`config.mk`:
```
export PLATFORM = sky130hd
export DESIGN_NAME = bwv_top
export DESIGN_NICKNAME = d
export VERILOG_FILES = /design/src/include/bwv_pkg.sv /design/src/hw/bwv_cdb_decode.sv /design/src/hw/bwv_page_view.sv /design/src/hw/bwv_top.sv
export SDC_FILE = /design/constraint.sdc
export NUM_CORES = 1
export LEC_CHECK = 0
export BUFFER_PORTS_ARGS = -buffer_cell sky130_fd_sc_hd__buf_4
export CORE_MARGIN = 5
export CORE_UTILIZATION = 40
export DETAILED_ROUTE_END_ITERATION = 7
export PLACE_DENSITY = 0.67
export SLEW_MARGIN = 20
export SYNTH_ARGS = -nofsm -noshare
export SYNTH_HDL_FRONTEND = slang
export SYNTH_HIERARCHICAL = 1
export SYNTH_SLANG_ARGS = --single-unit
```
`constraint.sdc`:
```
create_clock -name clk -period 5.2 [get_ports clk]
set_clock_uncertainty 0.2 [all_clocks]
set_input_delay 0.52 -clock clk [delete_from_list [all_inputs] [get_ports clk]]
set_output_delay 0.52 -clock clk [all_outputs]
set_load 0.01 [all_outputs]
```
`src/include/bwv_pkg.sv`:
```
// Behaviour
// - write descriptor is ten bytes, opcode 2Ah, force flag byte1 bit3, big-endian fields.
// - without force flag and with cache enabled, good status may precede media write.
// - media failure after early good status is flagged later as a deferred error.
// - with force flag set, good status waits until every block reaches the medium.
// - caching devices honour the force flag; non-caching devices may ignore it.
// - write count is contiguous blocks from address; zero moves nothing, completes good.
// - verify descriptor is ten bytes, opcode 2Fh; zero count is good, not an error.
// - verify checks blocks read back without uncorrectable error, not their content.
// - mode list is four header bytes then fourteen page bytes, no block descriptor.
// - header medium type, device parameter and descriptor length read as zero.
// - page code 06h with saveable bit, length 0Bh, cache bit byte2, level byte10.
// - writes to unchangeable page fields are dropped silently, never an error.
// - cache bit clear lets status follow reception; set makes status wait for medium.
// - without media lock ability, cache bit writes ignored and it always reads one.
// - page reports block size in bytes 3-4 and block count in bytes 5-9.
// - power level applies only after power condition 07h was selected.
// - level FFh is full performance, 00h full saving, higher favours performance.
// - read-disable flag byte11 bit3 blocks media reads.
// - write-disable flag byte11 bit2 blocks media writes.
// - format-disable flag byte11 bit1 blocks format, reads one while write disabled.
// - lock-disable flag byte11 bit0, forced to one unless the medium is removable.
// - removable indication is zero for fixed media and one for removable.
// constants and types shared by the command interpreter files.
// assumes nothing beyond a single clock domain.
package bwv_pkg;
    // ------------
    // descriptor layout
    // ------------
    localparam logic [7:0] OPC_WRITE    = 8'h2A;
    localparam logic [7:0] OPC_VERIFY   = 8'h2F;
    localparam logic [7:0] CTRL_VALUE   = 8'h00;
    localparam int         CDB_BYTES    = 10;
    localparam int         CDB_FORCE_BIT = 3;
    localparam int         CDB_LBA_BYTE = 2;
    localparam int         CDB_CNT_BYTE = 7;
    localparam int         CDB_CTRL_BYTE = 9;

    // ------------
    // mode parameter list layout (list byte addresses)
    // ------------
    localparam int         LIST_BYTES   = 18;
    localparam int         PAGE_BASE    = 4;
    localparam logic [5:0] PAGE_CODE    = 6'h06;
    localparam logic [7:0] PAGE_LEN     = 8'h0B;
    localparam logic [4:0] ADR_PAGE0    = 5'h04;
    localparam logic [4:0] ADR_PAGE1    = 5'h05;
    localparam logic [4:0] ADR_CACHE    = 5'h06;
    localparam logic [4:0] ADR_BSIZE_HI = 5'h07;
    localparam logic [4:0] ADR_BSIZE_LO = 5'h08;
    localparam logic [4:0] ADR_BCNT0    = 5'h09;
    localparam logic [4:0] ADR_LEVEL    = 5'h0E;
    localparam logic [4:0] ADR_FLAGS    = 5'h0F;
    localparam int         FLG_READ     = 3;
    localparam int         FLG_WRITE    = 2;
    localparam int         FLG_FORMAT   = 1;
    localparam int         FLG_LOCK     = 0;

    // ------------
    // reset values and power
    // ------------
    localparam logic       RST_CACHE_OFF = 1'b0;
    localparam logic [7:0] RST_LEVEL     = 8'hFF;
    localparam logic [3:0] RST_FLAGS     = 4'h0;
    localparam logic [3:0] PWR_SELF      = 4'h7;
    localparam logic [7:0] LEVEL_MAX     = 8'hFF;

    typedef enum logic [2:0] {
        SNS_NONE, SNS_BAD_OPCODE, SNS_BAD_FIELD, SNS_PROTECT, SNS_MEDIUM
    } bwv_sense_t;

    typedef struct packed {
        logic        is_write;
        logic        is_verify;
        logic        force_media_access;
        logic        ctrl_ok;
        logic [31:0] lba;
        logic [15:0] count;
    } bwv_cmd_t;

    typedef struct packed {
        logic        write_cache_disable;
        logic [7:0]  level;
        logic        read_disabled;
        logic        write_disabled;
        logic        format_disabled;
        logic        lock_disabled;
        logic [15:0] block_size;
        logic [39:0] block_count;
    } bwv_page_t;

    typedef struct packed {
        logic        write;
        logic [31:0] lba;
    } bwv_med_t;

    typedef struct packed {
        logic        good;
        bwv_sense_t  sense;
    } bwv_status_t;
endpackage

```
`src/hw/bwv_cdb_decode.sv`:
```
// splits a ten byte command descriptor into its fields.
// assumes the descriptor is presented whole, byte 0 at index 0.
`timescale 1ns/1ps
module bwv_cdb_decode
    import bwv_pkg::*;
(
    input  wire logic [9:0][7:0] cdb,
    output bwv_pkg::bwv_cmd_t    cmd
);
    always_comb begin
        cmd.is_write           = (cdb[0] == OPC_WRITE);
        cmd.is_verify          = (cdb[0] == OPC_VERIFY);
        // only the write descriptor carries the force flag
        cmd.force_media_access = cmd.is_write & cdb[1][CDB_FORCE_BIT];
        cmd.ctrl_ok            = (cdb[CDB_CTRL_BYTE] == CTRL_VALUE);
        cmd.lba   = {cdb[CDB_LBA_BYTE], cdb[CDB_LBA_BYTE + 1],
                     cdb[CDB_LBA_BYTE + 2], cdb[CDB_LBA_BYTE + 3]};
        cmd.count = {cdb[CDB_CNT_BYTE], cdb[CDB_CNT_BYTE + 1]};
    end
endmodule

```
`src/hw/bwv_page_view.sv`:
```
// byte view of the mode parameter list, read data registered.
// assumes page fields already carry their forced values.
`timescale 1ns/1ps
module bwv_page_view
    import bwv_pkg::*;
(
    input  wire logic         clk,
    input  wire logic         resetn,
    input  bwv_pkg::bwv_page_t page,
    input  wire logic         rd,
    input  wire logic [4:0]   addr,
    output logic [7:0]        rdata
);
    logic [7:0] next_rdata;

    function automatic logic [7:0] list_byte(input bwv_page_t p, input logic [4:0] a);
        logic [7:0] b;
        b = 8'h00;    // header bytes and reserved bits read zero
        case (a)
            ADR_PAGE0:    b = {1'b1, 1'b0, PAGE_CODE};
            ADR_PAGE1:    b = PAGE_LEN;
            ADR_CACHE:    b = {7'h00, p.write_cache_disable};
            ADR_BSIZE_HI: b = p.block_size[15:8];
            ADR_BSIZE_LO: b = p.block_size[7:0];
            ADR_BCNT0:    b = p.block_count[39:32];
            5'h0A:        b = p.block_count[31:24];
            5'h0B:        b = p.block_count[23:16];
            5'h0C:        b = p.block_count[15:8];
            5'h0D:        b = p.block_count[7:0];
            ADR_LEVEL:    b = p.level;
            ADR_FLAGS:    b = {4'h0, p.read_disabled, p.write_disabled,
                               p.format_disabled, p.lock_disabled};
            default:      b = 8'h00;    // beyond byte 17 nothing exists
        endcase
        return b;
    endfunction

    always_comb begin
        next_rdata = rd ? list_byte(page, addr) : rdata;
    end

    always_ff @(posedge clk or negedge resetn) begin
        if (!resetn) begin
            rdata <= 8'h00;
        end else begin
            rdata <= next_rdata;
        end
    end
endmodule

```
`src/hw/bwv_top.sv`:
```
// write / verify command interpreter with the device parameter page.
// assumes the transport delivers whole descriptors and whole blocks, and
// that the media engine answers each request with a one cycle done pulse.
`timescale 1ns/1ps
module bwv_top
    import bwv_pkg::*;
(
    input  wire logic              clk,
    input  wire logic              resetn,
    // command and status
    input  wire logic              cdb_valid,
    input  wire logic [9:0][7:0]   cdb,
    output logic                   cdb_ready,
    output logic                   status_valid,
    output bwv_pkg::bwv_status_t   status,
    // block reception from the host
    input  wire logic              rx_valid,
    output logic                   rx_ready,
    // media engine
    output logic                   med_req,
    output bwv_pkg::bwv_med_t      med,
    input  wire logic              med_done,
    input  wire logic              med_err,
    // deferred error report
    output logic                   deferred_error,
    input  wire logic              deferred_clear,
    // mode parameter list access
    input  wire logic              mp_wr,
    input  wire logic              mp_rd,
    input  wire logic [4:0]        mp_addr,
    input  wire logic [7:0]        mp_wdata,
    output logic [7:0]             mp_rdata,
    // device configuration
    input  wire logic              cache_supported,
    input  wire logic              lock_capable,
    input  wire logic              removable_medium,
    input  wire logic [15:0]       block_size,
    input  wire logic [39:0]       block_count,
    input  wire logic [3:0]        power_cond,
    // policy outputs
    output logic                   read_blocked,
    output logic                   write_blocked,
    output logic                   format_blocked,
    output logic                   lock_blocked,
    output logic                   removable_report,
    output logic                   level_active,
    output logic [7:0]             perf_level
);
    // ------------
    // decode
    // ------------
    bwv_cmd_t  cmd;
    bwv_page_t page;

    bwv_cdb_decode u_decode (
        .cdb (cdb),
        .cmd (cmd)
    );

    // ------------
    // mode page state
    // ------------
    logic       cache_off;
    logic [7:0] level;
    logic [3:0] flags;
    logic       next_cache_off;
    logic [7:0] next_level;
    logic [3:0] next_flags;
    logic       cache_off_eff;
    logic       fmt_eff;
    logic       lock_eff;

    always_comb begin
        next_cache_off = cache_off;
        next_level     = level;
        next_flags     = flags;
        if (mp_wr) begin
            case (mp_addr)
                ADR_CACHE: begin
                    // a drive that cannot hold the media keeps the bit
                    if (lock_capable) begin
                        next_cache_off = mp_wdata[0];
                    end
                end
                ADR_LEVEL: begin
                    next_level = mp_wdata;
                end
                ADR_FLAGS: begin
                    next_flags = mp_wdata[3:0];
                end
                default: begin
                    // fixed fields: drop the write, no error
                    next_flags = flags;
                end
            endcase
        end
    end

    always_ff @(posedge clk or negedge resetn) begin
        if (!resetn) begin
            cache_off <= RST_CACHE_OFF;
            level     <= RST_LEVEL;
            flags     <= RST_FLAGS;
        end else begin
            cache_off <= next_cache_off;
            level     <= next_level;
            flags     <= next_flags;
        end
    end

    always_comb begin
        cache_off_eff = cache_off | ~lock_capable;
        fmt_eff       = flags[FLG_FORMAT] | flags[FLG_WRITE];
        lock_eff      = flags[FLG_LOCK] | ~removable_medium;
        page.write_cache_disable = cache_off_eff;
        page.level           = level;
        page.read_disabled   = flags[FLG_READ];
        page.write_disabled  = flags[FLG_WRITE];
        page.format_disabled = fmt_eff;
        page.lock_disabled   = lock_eff;
        page.block_size      = block_size;
        page.block_count     = block_count;
    end

    bwv_page_view u_view (
        .clk    (clk),
        .resetn (resetn),
        .page   (page),
        .rd     (mp_rd),
        .addr   (mp_addr),
        .rdata  (mp_rdata)
    );

    always_comb begin
        read_blocked     = flags[FLG_READ];
        write_blocked    = flags[FLG_WRITE];
        format_blocked   = fmt_eff;
        lock_blocked     = lock_eff;
        removable_report = removable_medium;
        // outside self-managed power the level has no say
        level_active     = (power_cond == PWR_SELF);
        perf_level       = level_active ? level : LEVEL_MAX;
    end

    // ------------
    // command sequencer
    // ------------
    typedef enum logic [2:0] {
        ST_IDLE, ST_RX, ST_MED, ST_FLUSH
    } bwv_state_t;

    bwv_state_t  state;
    bwv_state_t  next_state;
    logic        is_write;
    logic        cached;
    logic [31:0] lba;
    logic [15:0] remain;
    logic        next_is_write;
    logic        next_cached;
    logic [31:0] next_lba;
    logic [15:0] next_remain;
    logic        next_status_valid;
    bwv_status_t next_status;
    logic        next_deferred;
    logic        last;

    always_comb begin
        next_state        = state;
        next_is_write     = is_write;
        next_cached       = cached;
        next_lba          = lba;
        next_remain       = remain;
        next_status_valid = 1'b0;
        next_status       = status;
        next_deferred     = deferred_error;
        last              = (remain == 16'h0001);
        if (deferred_clear) begin
            next_deferred = 1'b0;
        end
        case (state)
            ST_IDLE: begin
                if (cdb_valid) begin
                    next_status_valid = 1'b1;
                    next_status       = '{good: 1'b0, sense: SNS_NONE};
                    if (!cmd.is_write && !cmd.is_verify) begin
                        next_status.sense = SNS_BAD_OPCODE;
                    end else if (!cmd.ctrl_ok) begin
                        next_status.sense = SNS_BAD_FIELD;
                    end else if (cmd.is_write && flags[FLG_WRITE]) begin
                        next_status.sense = SNS_PROTECT;
                    end else if (cmd.is_verify && flags[FLG_READ]) begin
                        // verify reads the media, so it honours the read lock
                        next_status.sense = SNS_PROTECT;
                    end else if (cmd.count == 16'h0000) begin
                        next_status.good = 1'b1;
                    end else begin
                        next_status_valid = 1'b0;
                        next_is_write     = cmd.is_write;
                        next_lba          = cmd.lba;
                        next_remain       = cmd.count;
                        // without a cache the force flag changes nothing
                        next_cached = cmd.is_write & cache_supported
                                    & ~cmd.force_media_access & ~cache_off_eff;
                        next_state  = cmd.is_write ? ST_RX : ST_MED;
                    end
                end
            end
            ST_RX: begin
                if (rx_valid) begin
                    if (cached && last) begin
                        // data received in full: answer now, finish behind
                        next_status_valid = 1'b1;
                        next_status       = '{good: 1'b1, sense: SNS_NONE};
                        next_state        = ST_FLUSH;
                    end else begin
                        next_state = ST_MED;
                    end
                end
            end
            ST_MED: begin
                if (med_done) begin
                    if (med_err) begin
                        // verify fails only on an unreadable block
                        next_status_valid = 1'b1;
                        next_status       = '{good: 1'b0, sense: SNS_MEDIUM};
                        next_state        = ST_IDLE;
                    end else if (last) begin
                        // every block is on the medium before good
                        next_status_valid = 1'b1;
                        next_status       = '{good: 1'b1, sense: SNS_NONE};
                        next_state        = ST_IDLE;
                    end else begin
                        next_lba    = lba + 32'h0000_0001;
                        next_remain = remain - 16'h0001;
                        next_state  = is_write ? ST_RX : ST_MED;
                    end
                end
            end
            ST_FLUSH: begin
                if (med_done) begin
                    if (med_err) begin
                        // status already went out good; the set beats a clear
                        next_deferred = 1'b1;
                    end
                    next_state = ST_IDLE;
                end
            end
            default: begin
                next_state = ST_IDLE;
            end
        endcase
    end

    always_ff @(posedge clk or negedge resetn) begin
        if (!resetn) begin
            state          <= ST_IDLE;
            is_write       <= 1'b0;
            cached         <= 1'b0;
            lba            <= 32'h0000_0000;
            remain         <= 16'h0000;
            status_valid   <= 1'b0;
            status         <= '{good: 1'b0, sense: SNS_NONE};
            deferred_error <= 1'b0;
        end else begin
            state          <= next_state;
            is_write       <= next_is_write;
            cached         <= next_cached;
            lba            <= next_lba;
            remain         <= next_remain;
            status_valid   <= next_status_valid;
            status         <= next_status;
            deferred_error <= next_deferred;
        end
    end

    // ------------
    // handshakes
    // ------------
    always_comb begin
        cdb_ready = (state == ST_IDLE);
        rx_ready  = (state == ST_RX);
        med_req   = (state == ST_MED) || (state == ST_FLUSH);
        med.write = is_write;
        med.lba   = lba;
    end
endmodule

```
==> results_dict.tcl <==
set metrics [dict create \
    worstSetupEndpointType "flop" \
    crit_type "input pin to flop" \
    p_leak_nw 3.28 \
    reg2reg_depth 7 \
    slew_violations 0 \
    drive_above_1_share 0.325 \
    ant_nets 0 \
    multi_input_area_um2 3590 \
    clkTransAtPathRegs_ps 60 \
    clk_latency_ps 350 \
    clockRootBuffer "clkbuf_16" \
    post_cts_buffers 0 \
    r2r_slack_ps 2050 \
    yosys.area_share.simple 0.279 \
    hold_buffers 0 \
    grt_max_degree 80 \
    synth_area_leaders "dfrtp_1 28%, buf_4 6.7%, nand3_1 4.9%" \
    grt_pass1_wl_um 34100 \
    slowest_stage "nor3_2" \
    syn_inst 757 \
    overflow 0 \
    slew_headroom 0.254 \
    finalHoldViolCount 0 \
    synth_most_common_cell "dfrtp_1" \
    synthFlopType "dfrtp_1" \
    fillers 1540 \
    vias 6583 \
    start_util 0.410 \
    drt_iter0_drc 523 \
    antenna_found_initial 0 \
    chipHeight_um 135 \
    area_growth_pct 25.8 \
    wire_per_inst_um 20.2 \
    yosysUniqueCellTypes 76 \
    ioPinCount 229 \
    grt_setup_unrepaired "false" \
    crit_required_ps 5190 \
    critPathMaxStageDelay_ps 610 \
    rows 45 \
    regToRegEndpoint "lba[1]" \
    vias_per_cell 5.95 \
    irDropWorstVdd_mv 0.199 \
    portBuffers 213 \
    yosys.area.top_type_share 0.283 \
    total_power_mw 3.35 \
    regArea_um2 1990 \
    finalSetupViolations 0 \
    synth_top_area_cell "dfrtp_1" \
    first_pass_iters 7 \
    crit_arrival_ps 3330 \
    diodes 0 \
    synth_fa_ha_area_frac 0.0159 \
    grt_pass1_vias 6182 \
    ys_seq_area_frac 0.316 \
    avgSynthCellArea_um2 8.30 \
    cts_sinks 79 \
    min_period_over_period 0.642 \
    hp-class "input pin to asynchronous set/reset pin" \
    async_flop_share 1.00 \
    route.detailed.drc 0 \
    p_per_area_nw_per_um2 424 \
    ys_seq_elements 79 \
    routed_wl_um 22300 \
    synth_compound_area_frac 0.214 \
    groute.usage.overall 0.234 \
    period_minus_slack_ps 3340 \
    synth_edf_count 0 \
    cp-start-kind "input pin" \
    dieArea_um2 18300 \
    nets 1064 \
    synth_nets 930 \
    cts_buffer_depth 2 \
    h-tree-depth 3 \
    syn_area_um2 6280 \
    core_area_um2 15300 \
    synth_top_family_by_area "simple AND/OR/NAND/NOR gates" \
    worst_slew_pin_slew_ps 1110 \
    cts_resized 0 \
    routabilityCongestion 0.935 \
    drv_cap 0 \
    tns_ps 0 \
    synthTopCellsByCount "71 x dfrtp_1, 61 x nand3_1, 56 x buf_4" \
    dieWidth_um 135 \
    cts_tree "built" \
    critPathMostFrequentCell "nor2_1" \
    synthXorXnorAreaFrac 0 \
    ys_warn_count 6 \
    cp_max_fo 31 \
    fmax_mhz 299 \
    dpl.hpwl_um 16300 \
    status "complete, no violations" \
    cts_buffers 9 \
    reg2reg_from "state[0]" \
    critical_path.cell_chain "buf_4 > or4_1 > nor2_1 > o21ai_1 > nor3_2 > a21boi_4 > nor2_1 > a21oi_1" \
    synth.mux.area_fraction 0.0615 \
]
sequential cells by signal, indices dropped and copies added (netlist names):
register	flops
status_valid	1
u_view/rdata	8
flags	4
level	8
lba	32
cached	1
is_write	1
cache_off	1
remain	16
deferred_error	1
state	2
status	4
layout make-up:
type | count | area share
Inverter | 26 | 0.0123
Sequential cell | 79 | 0.251
Multi-Input combinational cell | 554 | 0.455
Tap cell | 211 | 0.0334
Clock buffer | 10 | 0.0302
Clock inverter | 6 | 0.00760
Timing Repair Buffer | 221 | 0.210
worst max-delay path: cells and delay by family:
family	cells	cell delay, ps
compound gates	3	730
simple gates	4	1980
buf+inv	1	110
worst max-delay path by stage:
stage,start,to,slack [ps],cells after the start
3_5_place_dp,cdb[59],lba[17],1570,6
5_1_grt,cdb[77],remain[12],1720,8
2_1_floorplan,cdb[7],lba[17],1930,8
4_1_cts,cdb[59],lba[17],1940,6
3_3_place_gp,cdb[59],lba[17],1590,6
6_report,cdb[77],remain[12],1860,8
report_power, final:
| part | total (mW) | internal, mW | switching [mW] |
|---|---|---|---|
| registers | 1.08 | 0.814 | 0.268 |
| clock network | 0.649 | 0.382 | 0.266 |
| logic | 1.62 | 0.690 | 0.928 |
metal layers:
layer  global-route usage  part of all wire  vias to the layer above
li1                     -                 -                     3093
met1                0.315              0.42                     3093
met2                0.360              0.45                      352
met3               0.0591             0.098                       45
met4               0.0935             0.031                        0
met5                    0                 0                        -
logic make-up (layout without fill, tap and decap cells):
family	Yosys count	after routing
buffers and inverters	124	263
muxes	36	36
AOI/OAI and AO/OA	190	190
DFF	79	79
adders and majority gates	8	8
and+or+nand+nor	320	320
through the flow:
stage,util,cell area [um^2],cells,worst slack [ps],hold slack [ps]
global placement,0.496,7600,1091,1590,280
floorplan,-,6280,757,1930,24.4
CTS,0.516,7900,1107,1940,136
detailed placement,0.496,7600,1091,1570,287
finish,0.516,7910,1107,1860,16.4
global route,0.516,7910,1107,1720,86.5
placed cells by master, fill, tap and decap left out, types with 9 or more instances in the layout:
master       n
and3_1       9
dfrtp_1     71
inv_1       26
a31oi_1     19
nand3_1     61
buf_4      220
nor2_1      42
nand2_1     47
nor4_1      21
or2_2       11
o22ai_1     13
nand4_1     23
mux2i_1     15
nand2b_1    13
a21oi_1     29
mux2_2      19
clkbuf_16    9
nor3_1      41
o21ai_0     35
No activity file was read; power rests on OpenSTA's default activity.
